$ cat src/lsu_pkg.sv
// Package of constants and types for the logical shift unit.
`default_nettype none
package lsu_pkg;
   localparam int unsigned DATA_W = 8;
   localparam int unsigned ADDR_W = 7;
   localparam int unsigned MSB_POS = 7;
   localparam int unsigned LSB_POS = 0;
   localparam logic DEST_W_SEL = 1'h0;
   localparam logic DEST_F_SEL = 1'h1;
   localparam logic [7:0] DATA_RST = 8'h00;
   localparam logic [6:0] ADDR_RST = 7'h00;
   localparam logic FILL_BIT = 1'h0;
   typedef enum logic {
      shift_left_logical_op,
      shift_right_logical_op
   } lsu_op_type;
endpackage
`default_nettype wire

$ cat src/lsu_logical_shift_unit.sv
// Logical shift datapath slice between the register file and the status flags.
`timescale 1ns/10ps
`default_nettype none
module lsu_logical_shift_unit
   import lsu_pkg::*;
(
   input wire logic ref_clk_i,
   input wire logic rst_n_i,
   input wire logic exec_i,
   input wire lsu_pkg::lsu_op_type op_i,
   input wire logic dest_i,
   input wire logic [lsu_pkg::ADDR_W-1:0] addr_i,
   input wire logic [lsu_pkg::DATA_W-1:0] operand_i,
   output logic [lsu_pkg::DATA_W-1:0] result_o,
   output logic acc_we_o,
   output logic file_we_o,
   output logic [lsu_pkg::ADDR_W-1:0] file_addr_o,
   output logic flags_we_o,
   output logic carry_o,
   output logic zero_o
);
   import lsu_pkg::*;

   // One instruction takes one cycle; outputs are registered and valid the cycle after exec_i.
   logic [7:0] shift_res;
   logic shift_c;
   logic shift_z;
   logic [7:0] result_d, result_q;
   logic acc_we_d, acc_we_q;
   logic file_we_d, file_we_q;
   logic [6:0] addr_d, addr_q;
   logic flags_we_d, flags_we_q;
   logic carry_d, carry_q;
   logic zero_d, zero_q;

   // The shift itself is pure logic; only its outcome is registered here.
   lsu_shifter u_shifter (
      .op_i(op_i),
      .operand_i(operand_i),
      .result_o(shift_res),
      .carry_o(shift_c),
      .zero_o(shift_z)
   );

   // Result, address and flags keep their last value between instructions, so the core may
   // read them late; the strobes fall back to zero on every idle cycle.
   always_comb begin
      result_d = result_q;
      addr_d = addr_q;
      carry_d = carry_q;
      zero_d = zero_q;
      acc_we_d = 1'h0;
      file_we_d = 1'h0;
      flags_we_d = 1'h0;
      if (exec_i) begin
         result_d = shift_res;
         addr_d = addr_i;
         acc_we_d = (dest_i == DEST_W_SEL);
         file_we_d = (dest_i == DEST_F_SEL);
         flags_we_d = 1'h1;
         carry_d = shift_c;
         zero_d = shift_z;
      end
   end

   // Reset is synchronous and clears everything, so no write strobe can leave reset high.
   always_ff @(posedge ref_clk_i) begin
      if (!rst_n_i) begin
         result_q <= DATA_RST;
         addr_q <= ADDR_RST;
         acc_we_q <= 1'h0;
         file_we_q <= 1'h0;
         flags_we_q <= 1'h0;
         carry_q <= 1'h0;
         zero_q <= 1'h0;
      end else begin
         result_q <= result_d;
         addr_q <= addr_d;
         acc_we_q <= acc_we_d;
         file_we_q <= file_we_d;
         flags_we_q <= flags_we_d;
         carry_q <= carry_d;
         zero_q <= zero_d;
      end
   end

   // Every output comes straight from a flip-flop, so the core sees no glitches.
   assign result_o = result_q;
   assign acc_we_o = acc_we_q;
   assign file_we_o = file_we_q;
   assign file_addr_o = addr_q;
   assign flags_we_o = flags_we_q;
   assign carry_o = carry_q;
   assign zero_o = zero_q;

   // The checks below compare outputs with the inputs taken one edge earlier, except a_zero_flag and a_one_dest, which compare outputs in the same cycle.
   property p_left_data;
      @(posedge ref_clk_i) disable iff (!rst_n_i)
      (exec_i && op_i == shift_left_logical_op) |=>
         (result_o[7:1] == $past(operand_i[6:0]) && carry_o == $past(operand_i[7]));
   endproperty
   a_left_data: assert property (p_left_data) else $error("left shift data wrong");

   property p_left_fill;
      @(posedge ref_clk_i) disable iff (!rst_n_i)
      (exec_i && op_i == shift_left_logical_op) |=> (result_o[0] == 1'b0);
   endproperty
   a_left_fill: assert property (p_left_fill) else $error("left shift lsb not zero");

   property p_right_data;
      @(posedge ref_clk_i) disable iff (!rst_n_i)
      (exec_i && op_i == shift_right_logical_op) |=>
         (result_o[6:0] == $past(operand_i[7:1]) && carry_o == $past(operand_i[0]));
   endproperty
   a_right_data: assert property (p_right_data) else $error("right shift data wrong");

   property p_right_fill;
      @(posedge ref_clk_i) disable iff (!rst_n_i)
      (exec_i && op_i == shift_right_logical_op) |=> (result_o[7] == 1'b0);
   endproperty
   a_right_fill: assert property (p_right_fill) else $error("right shift msb not zero");

   property p_dest_sel;
      @(posedge ref_clk_i) disable iff (!rst_n_i)
      exec_i |=> (acc_we_o == !$past(dest_i) && file_we_o == $past(dest_i)
         && file_addr_o == $past(addr_i));
   endproperty
   a_dest_sel: assert property (p_dest_sel) else $error("destination select wrong");

   property p_no_write_idle;
      @(posedge ref_clk_i) disable iff (!rst_n_i)
      !exec_i |=> (!acc_we_o && !file_we_o && !flags_we_o);
   endproperty
   a_no_write_idle: assert property (p_no_write_idle) else $error("write without exec");

   property p_zero_flag;
      @(posedge ref_clk_i) disable iff (!rst_n_i)
      flags_we_o |-> (zero_o == (result_o == 8'h00));
   endproperty
   a_zero_flag: assert property (p_zero_flag) else $error("zero flag wrong");

   property p_flags_hold;
      @(posedge ref_clk_i) disable iff (!rst_n_i)
      (!exec_i && !$past(exec_i)) |=> ($stable(carry_o) && $stable(result_o));
   endproperty
   a_flags_hold: assert property (p_flags_hold) else $error("idle state changed");

   // A write strobe always comes with a flag update, and never both destinations at once.
   property p_flags_strobe;
      @(posedge ref_clk_i) disable iff (!rst_n_i)
      exec_i |=> flags_we_o;
   endproperty
   a_flags_strobe: assert property (p_flags_strobe) else $error("flag strobe missing");

   property p_one_dest;
      @(posedge ref_clk_i) disable iff (!rst_n_i)
      flags_we_o |-> (acc_we_o != file_we_o);
   endproperty
   a_one_dest: assert property (p_one_dest) else $error("two or no destinations");

   property p_exec_write;
      @(posedge ref_clk_i) disable iff (!rst_n_i)
      exec_i |=> (acc_we_o || file_we_o);
   endproperty
   a_exec_write: assert property (p_exec_write) else $error("result not written");

   // The zero flag is checked against the operand bits that survive the shift, so a
   // wrong fill bit or a stale result shows up here as well.
   property p_left_zero;
      @(posedge ref_clk_i) disable iff (!rst_n_i)
      (exec_i && op_i == shift_left_logical_op) |=>
         (zero_o == ($past(operand_i[6:0]) == 7'h00));
   endproperty
   a_left_zero: assert property (p_left_zero) else $error("left zero flag wrong");

   property p_right_zero;
      @(posedge ref_clk_i) disable iff (!rst_n_i)
      (exec_i && op_i == shift_right_logical_op) |=>
         (zero_o == ($past(operand_i[7:1]) == 7'h00));
   endproperty
   a_right_zero: assert property (p_right_zero) else $error("right zero flag wrong");

   // Between instructions the core may read the flags at any time, so nothing may drift.
   property p_idle_hold;
      @(posedge ref_clk_i) disable iff (!rst_n_i)
      !exec_i |=> ($stable(result_o) && $stable(carry_o) && $stable(zero_o)
         && $stable(file_addr_o));
   endproperty
   a_idle_hold: assert property (p_idle_hold) else $error("outputs moved while idle");

   // The reset checks are not disabled by reset, since they watch reset itself.
   property p_reset_quiet;
      @(posedge ref_clk_i)
      !rst_n_i |=> (!acc_we_o && !file_we_o && !flags_we_o);
   endproperty
   a_reset_quiet: assert property (p_reset_quiet) else $error("strobe after reset");

   property p_reset_clear;
      @(posedge ref_clk_i)
      !rst_n_i |=> (result_o == 8'h00 && carry_o == 1'h0 && zero_o == 1'h0
         && file_addr_o == 7'h00);
   endproperty
   a_reset_clear: assert property (p_reset_clear) else $error("outputs not reset");

   // Covers for the main scenarios: each direction, each destination and a change of
   // direction between two back-to-back instructions.
   c_left_to_acc: cover property (@(posedge ref_clk_i) disable iff (!rst_n_i)
      exec_i && op_i == shift_left_logical_op && !dest_i);
   c_right_to_file: cover property (@(posedge ref_clk_i) disable iff (!rst_n_i)
      exec_i && op_i == shift_right_logical_op && dest_i);
   c_zero_result: cover property (@(posedge ref_clk_i) disable iff (!rst_n_i)
      flags_we_o && zero_o && carry_o);
   c_right_to_acc: cover property (@(posedge ref_clk_i) disable iff (!rst_n_i)
      exec_i && op_i == shift_right_logical_op && !dest_i);
   c_back_to_back: cover property (@(posedge ref_clk_i) disable iff (!rst_n_i)
      exec_i && $past(exec_i) && op_i != $past(op_i));
endmodule // lsu_logical_shift_unit
`default_nettype wire

$ cat src/lsu_shifter.sv
// Combinational shifter that returns the shifted byte, carry out and zero result.
`timescale 1ns/10ps
`default_nettype none
module lsu_shifter
   import lsu_pkg::*;
(
   input wire lsu_pkg::lsu_op_type op_i,
   input wire logic [7:0] operand_i,
   output logic [7:0] result_o,
   output logic carry_o,
   output logic zero_o
);
   import lsu_pkg::*;

   always_comb begin
      if (op_i == shift_left_logical_op) begin
         result_o = {operand_i[6:0], FILL_BIT};
         carry_o = operand_i[MSB_POS];
      end else begin
         result_o = {FILL_BIT, operand_i[7:1]};
         carry_o = operand_i[LSB_POS];
      end
      zero_o = (result_o == DATA_RST);
   end
endmodule // lsu_shifter
`default_nettype wire
$ cat config.mk
export PLATFORM = sky130hd
export DESIGN_NAME = lsu_logical_shift_unit
export DESIGN_NICKNAME = d
export VERILOG_FILES = /design/src/lsu_pkg.sv /design/src/lsu_logical_shift_unit.sv /design/src/lsu_shifter.sv
export SDC_FILE = /design/constraint.sdc
export NUM_CORES = 1
export LEC_CHECK = 0
export BUFFER_PORTS_ARGS = -buffer_cell sky130_fd_sc_hd__buf_2
export CAP_MARGIN = 20
export CORE_MARGIN = 5
export CORE_UTILIZATION = 47
export DETAILED_ROUTE_END_ITERATION = 6
export PLACE_DENSITY = 0.85
export SLEW_MARGIN = 20
export SYNTH_ARGS = -nofsm -noshare
export SYNTH_HDL_FRONTEND = slang
export SYNTH_SLANG_ARGS = --single-unit
$ cat constraint.sdc
create_clock -name ref_clk_i -period 1.6 [get_ports ref_clk_i]
set_input_delay 0.08 -clock ref_clk_i [delete_from_list [all_inputs] [get_ports ref_clk_i]]
set_output_delay 0.08 -clock ref_clk_i [all_outputs]
set_load 0.05 [all_outputs]
* After elaboration in Yosys (flattened, before gate mapping)
Cells that the tools add are included.
** Word-level totals
- Register bits after elaboration :: 20
- Bits in latches :: 0
- Bits in writable memories :: 0
- Memory bits (read-only) :: 0
- Input bits :: 20
- Output and inout port bits :: 20
- Word-level logic and storage cells :: 13
- Memories kept :: 0
** Cells by class
- Add/subtract/negate cells :: 0
- Multiply operators :: 0
- Divide/modulo/power cells :: 0
- Order comparisons :: 0
- Eq/ne operators :: 0
- Shift-type cells :: 0
- Muxes and demuxes :: 3
- Bitwise logic cells :: 1
- Reduce and logical (&&, ||, !) cells :: 2
** Operator list (count)
- 8-bit logical NOT :: 1
- 8-bit 2-to-1 mux :: 1
- 1-bit 2-to-1 mux :: 2
- 2-bit AND reduction :: 1
- 1-bit NOT :: 1

* Longest topological paths before layout
Gate-level depths: netlist of run 1.
- Depth in word-level cells :: 2
- Depth in mapped cells :: 4
- Gate-level depth less buffers :: 2

* Hierarchy
From an unflattened synthesis of run 1, not the netlist that was laid out.
** Unflattened totals
- Cell total of the unflattened synthesis :: 76
- Area total of the unflattened synthesis :: 880.8 sq um
** By module, submodules not included
- lsu_logical_shift_unit :: instances 1, cells each 60, area each 737.0 sq um, seq. area each 400.4 sq um
- lsu_shifter :: instances 1, cells each 16, area each 143.9 sq um, seq. area each 0.0 sq um

* Least setup slack after synthesis of run 1
No wires, ideal clock.
- Path type :: reg2reg
- Start :: reg zero_o (netlist name)
- End :: reg zero_q, in the netlist zero_o
- Setup time :: 116 ps
- Arrival :: 871 ps
- Data required time :: 1484 ps
- Setup slack :: 612 ps
- Cell stages (with the launch flop) :: 3
- Path buffers :: 0
- Clock period less this slack :: 988 ps
- Cell sequence :: dfxtp_1 -> and3b_1 -> a41o_1
** RTL lines
- to (signal assigned) :: RTL line lsu_logical_shift_unit.sv:83 : zero_q <= zero_d;
- to (decl) :: RTL line lsu_logical_shift_unit.sv:34 : logic zero_d, zero_q;

* Final worst setup path of run 1
- Start :: reg result_q[7], in the netlist result_o[7]
- End :: out result_o[7] (netlist name)
** RTL lines
- from (decl) :: RTL line lsu_logical_shift_unit.sv:28 : logic [7:0] result_d, result_q;
- from (signal assigned) :: RTL line lsu_logical_shift_unit.sv:77 : result_q <= result_d;
- to (decl) :: RTL line lsu_logical_shift_unit.sv:14 : output logic [lsu_pkg::DATA_W-1:0] result_o,
No word-level cell between the ends.

==> results of run 1 <==
[where the power goes]
group / internal (W) / switching, W
registers: 0.000527 / 0.0000131
logic: 0.0000804 / 0.000167
clock network: 0.000254 / 0.000164
[logic make-up after synthesis]
family / after synthesis / share of synthesized area [%]
flops: 20 / 49.8
buf+inv: 6 / 6.70
mux: 15 / 18.7
simple gates: 22 / 13.9
compound gates: 12 / 10.9
[metrics by stage]
stage / setup WS, ns / instances / hold WS (ns) / area (um^2)
2_1_floorplan: 0.612 / 75 / 0.152 / 803
6_report: 0.574 / 137 / 0.0183 / 1090
3_5_place_dp: 0.577 / 127 / 0.255 / 977
4_1_cts: 0.557 / 137 / 0.00488 / 1090
5_1_grt: 0.517 / 137 / 0.0107 / 1090
3_3_place_gp: 0.625 / 127 / 0.253 / 977
[path summary, 6_finish.rpt]
| check | depth (start not counted) | to | slack, ns |
|---|---|---|---|
| max | 1 | result_o[7] | 0.57 |
| min | 3 | file_addr_o[1] | 0.02 |
| max reg2reg | 2 | zero_o | 0.83 |
| min reg2reg | 2 | result_o[0] | 0.49 |
[flip-flops by register name, summed over array words and instances, names as in the netlist]
signal / cells
acc_we_o: 1
flags_we_o: 1
file_we_o: 1
carry_o: 1
file_addr_o: 7
result_o: 8
zero_o: 1
[layout by cell type (no fill, tap or decap), types with 2 or more instances in the layout]
cell / instances
buf_2: 39
dfxtp_1: 20
mux2i_1: 15
nor2_1: 12
dlygate4sd3_1: 6
a21oi_1: 4
a211oi_1: 3
clkbuf_4: 3
o21ai_1: 2
nand2b_1: 2
a211oi_2: 2
[metal layers]
metal  part of all wire, %  vias up  GRT usage (%)
met5                     0        -              0
met4                   2.0        0           9.17
met3                   9.3        3           4.66
met2                    48       29           23.4
met1                    41      317           16.1
li1                      -      351              -
[area by class of cell]
cell class              count  area share [%]
repair buffers             46            24.1
clock buffers               3            2.07
multi-input cells          49            32.0
clock inverters             1            2.76
inverters                   1           0.344
well taps                  17            1.95
flip-flops and latches     20            36.7
==> summary.txt, run 1 <==
Setup violators final -> 0
Rows -> 15
Final hold violation count -> 0
Crit start category -> flop
Fin. max-slew vios -> 0
Antenna violations before repair -> 0
Share of the synthesized area in the top cell type -> 49.8%
Post-synth EDFFs -> 0
Full die area -> 2640 um^2
Yosys cell types -> 22
Core box area -> 1670 um^2
CP Max Fanout -> 2
Total congestion overflow -> 0
Hold crit path type -> input port to flop
Clock Latency Late Sink -> 0.30 ns
Ys async rst share -> 0%
#FFs+latches synth -> 20
Initial drt markers -> 11
Vias in the first global route -> 646
Largest net degree at the start of global routing -> 25
Total CTS buffers -> 3
Leakage power -> 0.566 nW
Clock Path Buffers -> 2
Most common cell in the netlist -> dfxtp_1
Post-synthesis sequential area ratio -> 49.8%
Critical-path cell list -> buf_2
CP endpoint kind -> output port
Area of the multi-input gates -> 349 um^2
Antenna Cells -> 0
Fin Clk Skew -> 0 ns
Initial Util -> 48.1%
CP Launch Point -> result_o[7]
Post-cts hold buffer count -> 6
Post-DR wirelength/cell -> 12.8 um
Final wirelength -> 1.76 mm
Worst-Margin Slew -> 0.444 ns
Synth cell count leaders -> dfxtp_1, mux2i_1, nor2_1, a21oi_1, a211oi_1
R2r startpoint -> zero_o
Min cycle time layout -> 1.03 ns
Clock root buffer -> clkbuf_4
Max incr delay on CP -> 0.36 ns
Pwr Total -> 0.00120 W
Nets@finish -> 141
Share of layout cells above drive strength 1 -> 38.3%
Setup tns final -> 0 ns
Slowest CP cell -> dfxtp_1
Max Cap Viol -> 0
Final Cycle Share -> 64.1%
Layout fillers -> 140
Final HPWL DP -> 1.29 mm
CTS tree -> done
Die H -> 51.3 um
HP Start -> addr_i[1]
Placer Congestion -> 0.729
Post-synth top flop -> dfxtp_1
Clock sinks -> 20
WP data required -> 1.52 ns
Synth area leader -> dfxtp_1
Antenna-violating nets left -> 0
Setup CP Type -> flop to output port
CTS clk-pin slew, worst paths -> 0.12 ns
Port Buf Inserts -> 39
Critical Path AT -> 0.95 ns
Mapped Avg Cell Area -> 10.7 um^2
Drt drc -> 0
WP buf/inv -> 1
Gr usage total -> 14.4%
H-tree Lvls -> 1
Synthesized area -> 803 um^2
Syn Nets -> 95
Synth-to-layout area growth -> 35.7%
Pwr dens -> 1110 nW/um^2
Slew HR -> 70.4%
DR vias -> 700
Total setup buffers inserted after CTS -> 0
First-pass GRT wire length -> 2.82 mm
Worst vdd ir -> 0.000668 V
Reg area -> 400 um^2
Final Util -> 65.2%
Pre-Repair DR Iteration Count -> 4
Synth Instances -> 75
Area contributors post-synth -> dfxtp_1, mux2i_1, nor2_1, a211oi_2, a211oi_1
Yosys warns -> 0
Top-level I/O count -> 40
F_max -> 975 MHz
Top Family by Delay on Critical Path -> flip-flops
RSZ-0062 raised after global routing -> false
Die width -> 51.3 um
Post_cts resized -> 0
Outcome -> finished, final reports clean
Via/cell ratio -> 5.11
(Power assumes the default switching activity.)
==> run 2, diff against run 1 <==
ABC_AREA = 1   (was default)
CORE_ASPECT_RATIO = 1.4   (was default)
CORE_UTILIZATION = 43   (was 47)
PLACE_DENSITY = 0.79   (was 0.85)
clock period = 1 ns   (was 1.6 ns; I/O delays follow)
==> run 2 against run 1 <==
Net effect: sequential share of layout area down 3.7 points; clock-buffer cell count unchanged; die area up 9.3%; largest cell class unchanged; largest power group unchanged; highest routed layer unchanged; critical path type unchanged.
==> summary.txt, run 2 <==
Total congestion overflow -> 0
Critical Path AT -> 0.93 ns
R2r setup slk -> 0.34 ns
Top-level I/O count -> 40
Fin Clk Skew -> 0 ns
Largest register FFs -> 8
Area contributors post-synth -> dfxtp_1, nand2_1, nor2_1, inv_1, o21ai_0
Max Cap Viol -> 0
CP Max Fanout -> 2
CP endpoint kind -> output port
Clock root buffer -> clkbuf_4
Initial Util -> 45.9%
Gr usage total -> 16.1%
Core box area -> 1780 um^2
R2R depth -> 2
Slowest CP cell -> dfxtp_1
Vias in the first global route -> 842
Die width -> 46.8 um
Hold crit path type -> input port to flop
Placer Congestion -> 0.924
Clock Latency Late Sink -> 0.30 ns
CTS clk-pin slew, worst paths -> 0.12 ns
Final Cycle Share -> 97.8%
Largest net degree at the start of global routing -> 25
Worst-Margin Slew -> 0.288 ns
Hold EP -> carry_o
Final wirelength -> 2.23 mm
DR vias -> 904
#FFs+latches synth -> 20
Clock Path Buffers -> 2
Synthesized area -> 816 um^2
Crit start category -> flop
Hold Path Depth -> 3
Yosys warns -> 0
Critical-path cell list -> buf_2
Nets@finish -> 186
Post-DR wirelength/cell -> 12.0 um
Most common cell after layout, fill and taps aside -> nand2_1
First-pass GRT wire length -> 3.37 mm
Final HPWL DP -> 1.50 mm
Synth Instances -> 115
Pwr Total -> 0.00201 W
Setup CP Type -> flop to output port
Rows -> 18
Clock sinks -> 20
Syn Nets -> 135
Die H -> 61.5 um
Setup tns final -> 0 ns
Post-synthesis sequential area ratio -> 49.1%
Post-synth EDFFs -> 0
Setup violators final -> 0
H-tree Lvls -> 1
Hold slack -> 0.0363 ns
Full die area -> 2880 um^2
Fin. max-slew vios -> 0
Outcome -> finished, final reports clean
Worst vdd ir -> 0.000990 V
Via/cell ratio -> 4.89
WP buf/inv -> 1
Top Family by Delay on Critical Path -> flip-flops
Mapped Avg Cell Area -> 7.09 um^2
CTS tree -> done
Initial drt markers -> 15
Yosys cell types -> 13
Antenna-violating nets left -> 0
Most frequent cells in the layout -> nand2_1, buf_2, dfxtp_1, nor2_1, inv_1
Antenna Cells -> 0
F_max -> 1020 MHz
Max incr delay on CP -> 0.35 ns
Worst reg2reg endpoint -> file_addr_o[6]
Pre-CTS setup slack -> 0.131 ns
HP Start -> operand_i[0]
Most common cell in the netlist -> nand2_1
Synth area leader -> dfxtp_1
Post-synth top flop -> dfxtp_1
Ys async rst share -> 0%
Min cycle time layout -> 0.978 ns
Worst Slack Setup Final -> 0.0221 ns
Synth-to-layout area growth -> 48.5%
Share of the synthesized area in the top cell type -> 49.1%
Share of layout cells above drive strength 1 -> 29.7%
Leakage power -> 0.670 nW
Drt drc -> 0
Port Buf Inserts -> 39
Synth cell count leaders -> nand2_1, dfxtp_1, nor2_1, inv_1, o21ai_0
Pwr dens -> 1660 nW/um^2
Slew HR -> 80.8%
R2r startpoint -> file_addr_o[6]
Final hold violation count -> 0
Layout fillers -> 161
WP data required -> 0.95 ns
Antenna violations before repair -> 0
Total CTS buffers -> 3
Pre-Repair DR Iteration Count -> 4
==> run 2: changes by cell type after synthesis, moves of 2 or more <==
cell and delta:
mux2i_1 -15, nand2_1 +30, nand2b_1 -2, a211oi_1 -3
o21ai_1 -2, inv_2 +2, a211oi_2 -2, buf_2 +2
o211ai_1 +6, inv_1 +15, o21ai_0 +10, nor2_1 +7
==> run 2: metrics by stage <==
step | cells | util [%] | area [um^2]
final | 185 | 68.1 | 1210
after global routing | 185 | 68.1 | 1210
after CTS | 185 | 66.0 | 1170
after detailed placement | 171 | 57.4 | 1020
after global placement | 171 | 57.4 | 1020
after floorplan | 115 | - | 816
==> run 2: layer usage <==
| metal | track usage, % | part of all wire [%] |
|---|---|---|
| met4 | 7.11 | 2.0 |
| met3 | 3.80 | 6.1 |
| met2 | 29.7 | 55 |
| met5 | 0 | 0 |
| met1 | 16.7 | 37 |
==> run 2: kinds of logic (layout without fill, tap and decap cells) <==
family	Yosys count	count (layout)	share of synthesized area, %
buffers and inverters	23	73	12.0
DFF	20	20	49.1
AOI/OAI and AO/OA	21	21	15.2
and+or+nand+nor	51	51	23.8
==> run 2: report_power, final <==
| group | internal [W] | switching, W | total [W] |
|---|---|---|---|
| combinational | 0.000156 | 0.000319 | 0.000475 |
| clock | 0.000405 | 0.000263 | 0.000669 |
| sequential | 0.000848 | 0.0000220 | 0.000870 |
==> run 2: worst max path at each step <==
stage | start | cells after the start | endpoint | slack, ns
floorplan | carry_o | 2 | carry_o | 0.09
global route | zero_o | 1 | zero_o | -0.02
global placement | op_i | 8 | zero_o | 0.17
finish | file_addr_o[6] | 1 | file_addr_o[6] | 0.02
detailed placement | op_i | 8 | zero_o | 0.13
CTS | result_o[1] | 1 | result_o[1] | 0.02
==> run 2: area by class of cell <==
type                    count  area (um^2)  area share, %
repair buffers             51          345           28.5
clock inverters             1         30.0           2.48
well taps                  20         25.0           2.07
inverters                  18         67.6           5.58
multi-input cells          72          320           26.4
flip-flops and latches     20          400           33.1
clock buffers               3         22.5           1.86
==> run 2: tightest hold or removal path, cell delays in order <==
cell	delay (ns)
buf_2	0.09
a21oi_1	0.06
a21oi_1	0.11
==> run 2: timing repair <==
| action | CTS | global route |
|---|---|---|
| buffers inserted | 0 | 2 |
| setup endpoints to repair | 0 | 13 |
| gates resized for setup | 0 | 13 |
| hold buffers | 10 | 0 |
| hold endpoints to repair | 11 | 0 |
==> run 3, diff against run 2 <==
BUFFER_PORTS_ARGS = default   (was -buffer_cell sky130_fd_sc_hd__buf_2)
CORE_ASPECT_RATIO = default   (was 1.4)
CORE_UTILIZATION = 58   (was 43)
DONT_BUFFER_PORTS = 1   (was default)
PLACE_DENSITY = 0.77   (was 0.79)
==> run 3 against run 2 <==
Net effect: the run now ends with negative hold slack left; global-route usage rose by 6.1 points; register-to-register slack got worse by 0.04 ns; non-clock buffer count down 18; sequential cell count unchanged; critical path depth unchanged; sequential power is 2.5% higher; clock power is 32% lower; via count is 8.4% lower; die area is 22% lower; first-iteration DRC count rose by 67%; sequential share of layout area increased by 2.4 points; largest cell class unchanged; largest power group unchanged.
==> summary.txt, run 3 (synthesized netlist as in run 2, its figures left out) <==
CTS clk-pin slew, worst paths -> 0.11 ns
Hold Path Depth -> 1
H-tree Lvls -> 1
CP endpoint kind -> output port
Full die area -> 2260 um^2
R2R depth -> 2
Antenna violations before repair -> 0
Failing checks -> negative hold slack
Largest register FFs -> 8
Max incr delay on CP -> 0.37 ns
Most common cell after layout, fill and taps aside -> nand2_1
Min cycle time layout -> 0.927 ns
Die H -> 47.5 um
Antenna Cells -> 0
DR vias -> 828
Top-level I/O count -> 40
First-pass GRT wire length -> 3.48 mm
Hold crit path type -> input port to flop
Fin Clk Skew -> 0 ns
Antenna-violating nets left -> 0
Slew HR -> 67.0%
HP Start -> exec_i
Placer Congestion -> 0.802
Via/cell ratio -> 5.11
Slowest CP cell -> dfxtp_1
Outcome -> finished with violations
Port Buf Inserts -> 0
Final wirelength -> 2.20 mm
WP buf/inv -> 1
Final HPWL DP -> 1.37 mm
Clock root buffer -> clkbuf_4
Worst-Margin Slew -> 0.494 ns
Nets@finish -> 168
Crit start category -> flop
Clock Path Buffers -> 2
Clock Latency Late Sink -> 0.29 ns
Drt drc -> 0
Setup violators final -> 0
Pwr dens -> 1550 nW/um^2
Post-cts hold buffer count -> 16
Critical-path cell list -> buf_4
Final Cycle Share -> 92.7%
Pre-Repair DR Iteration Count -> 4
Fin. max-slew vios -> 0
Critical Path Stages -> 1
Hold slack -> -0.154 ns
Die width -> 47.5 um
Final hold violation count -> 16
Initial Util -> 61.9%
F_max -> 1080 MHz
Initial drt markers -> 25
Critical Path AT -> 0.88 ns
Total congestion overflow -> 0
Share of layout cells above drive strength 1 -> 19.0%
Total setup buffers inserted after CTS -> 0
Setup CP Type -> flop to output port
R2r startpoint -> file_addr_o[0]
Synth-to-layout area growth -> 39.7%
Total CTS buffers -> 3
RSZ-0062 raised after global routing -> false
Max Cap Viol -> 0
Most frequent cells in the layout -> nand2_1, nor2_1, dfxtp_1, buf_4, inv_1
CP Max Fanout -> 2
Vias in the first global route -> 772
Post-DR wirelength/cell -> 13.6 um
Worst vdd ir -> 0.00140 V
Top Family by Delay on Critical Path -> flip-flops
Leakage power -> 0.611 nW
CP Launch Point -> zero_o
CTS tree -> done
Gr usage total -> 22.2%
Final Util -> 86.5%
Rows -> 13
Largest net degree at the start of global routing -> 26
Pwr Total -> 0.00177 W
WP data required -> 0.95 ns
Clock sinks -> 20
Core box area -> 1320 um^2
Setup tns final -> 0 ns
## run 3: per-stage QoR
step / setup slack [ns] / instances / cell area [um^2] / hold WS (ns)
after floorplan: 0.0915 / 115 / 816 / 0.122
after global placement: 0.329 / 142 / 932 / 0.125
after detailed placement: 0.321 / 142 / 932 / 0.128
after CTS: 0.00656 / 162 / 1130 / -0.163
after global routing: 0.0563 / 162 / 1140 / -0.160
final: 0.0727 / 162 / 1140 / -0.154
## run 3: path summary, 6_finish.rpt
path / endpoint / slack, ns
min reg2reg: result_o[3] / 0.50
min: result_o[0] / -0.15
max: zero_o / 0.07
max reg2reg: file_addr_o[0] / 0.30
## run 3: final cells by class
class / count / area (um^2)
Sequential cell: 20 / 404
Multi-Input combinational cell: 72 / 320
Timing Repair Buffer: 33 / 293
Fill cell: 70 / 178
Inverter: 18 / 67.6
Clock buffer: 4 / 36.3
Tap cell: 15 / 18.8
## run 3: repair_timing
action	4_1_cts	5_1_grt
endpoints found under the setup margin	1	14
endpoints found under the hold margin	20	14
resized for setup	1	5
## run 3: metal layers
| layer | share of wire [%] | routed length [um] | global-route usage (%) | up-vias |
|---|---|---|---|---|
| met4 | 0.68 | 15 | 4.97 | 0 |
| li1 | - | - | - | 416 |
| met1 | 39 | 860 | 27.4 | 376 |
| met2 | 52 | 1150 | 39.0 | 32 |
| met3 | 8.3 | 182 | 5.26 | 4 |
| met5 | 0 | 0 | 0 | - |
## run 3: power breakdown
part / total [W] / switching (W) / internal, W
registers: 0.000892 / 0.0000434 / 0.000849
clock network: 0.000454 / 0.000232 / 0.000222
logic: 0.000421 / 0.000274 / 0.000147
total: 0.00177 / 0.000549 / 0.00122
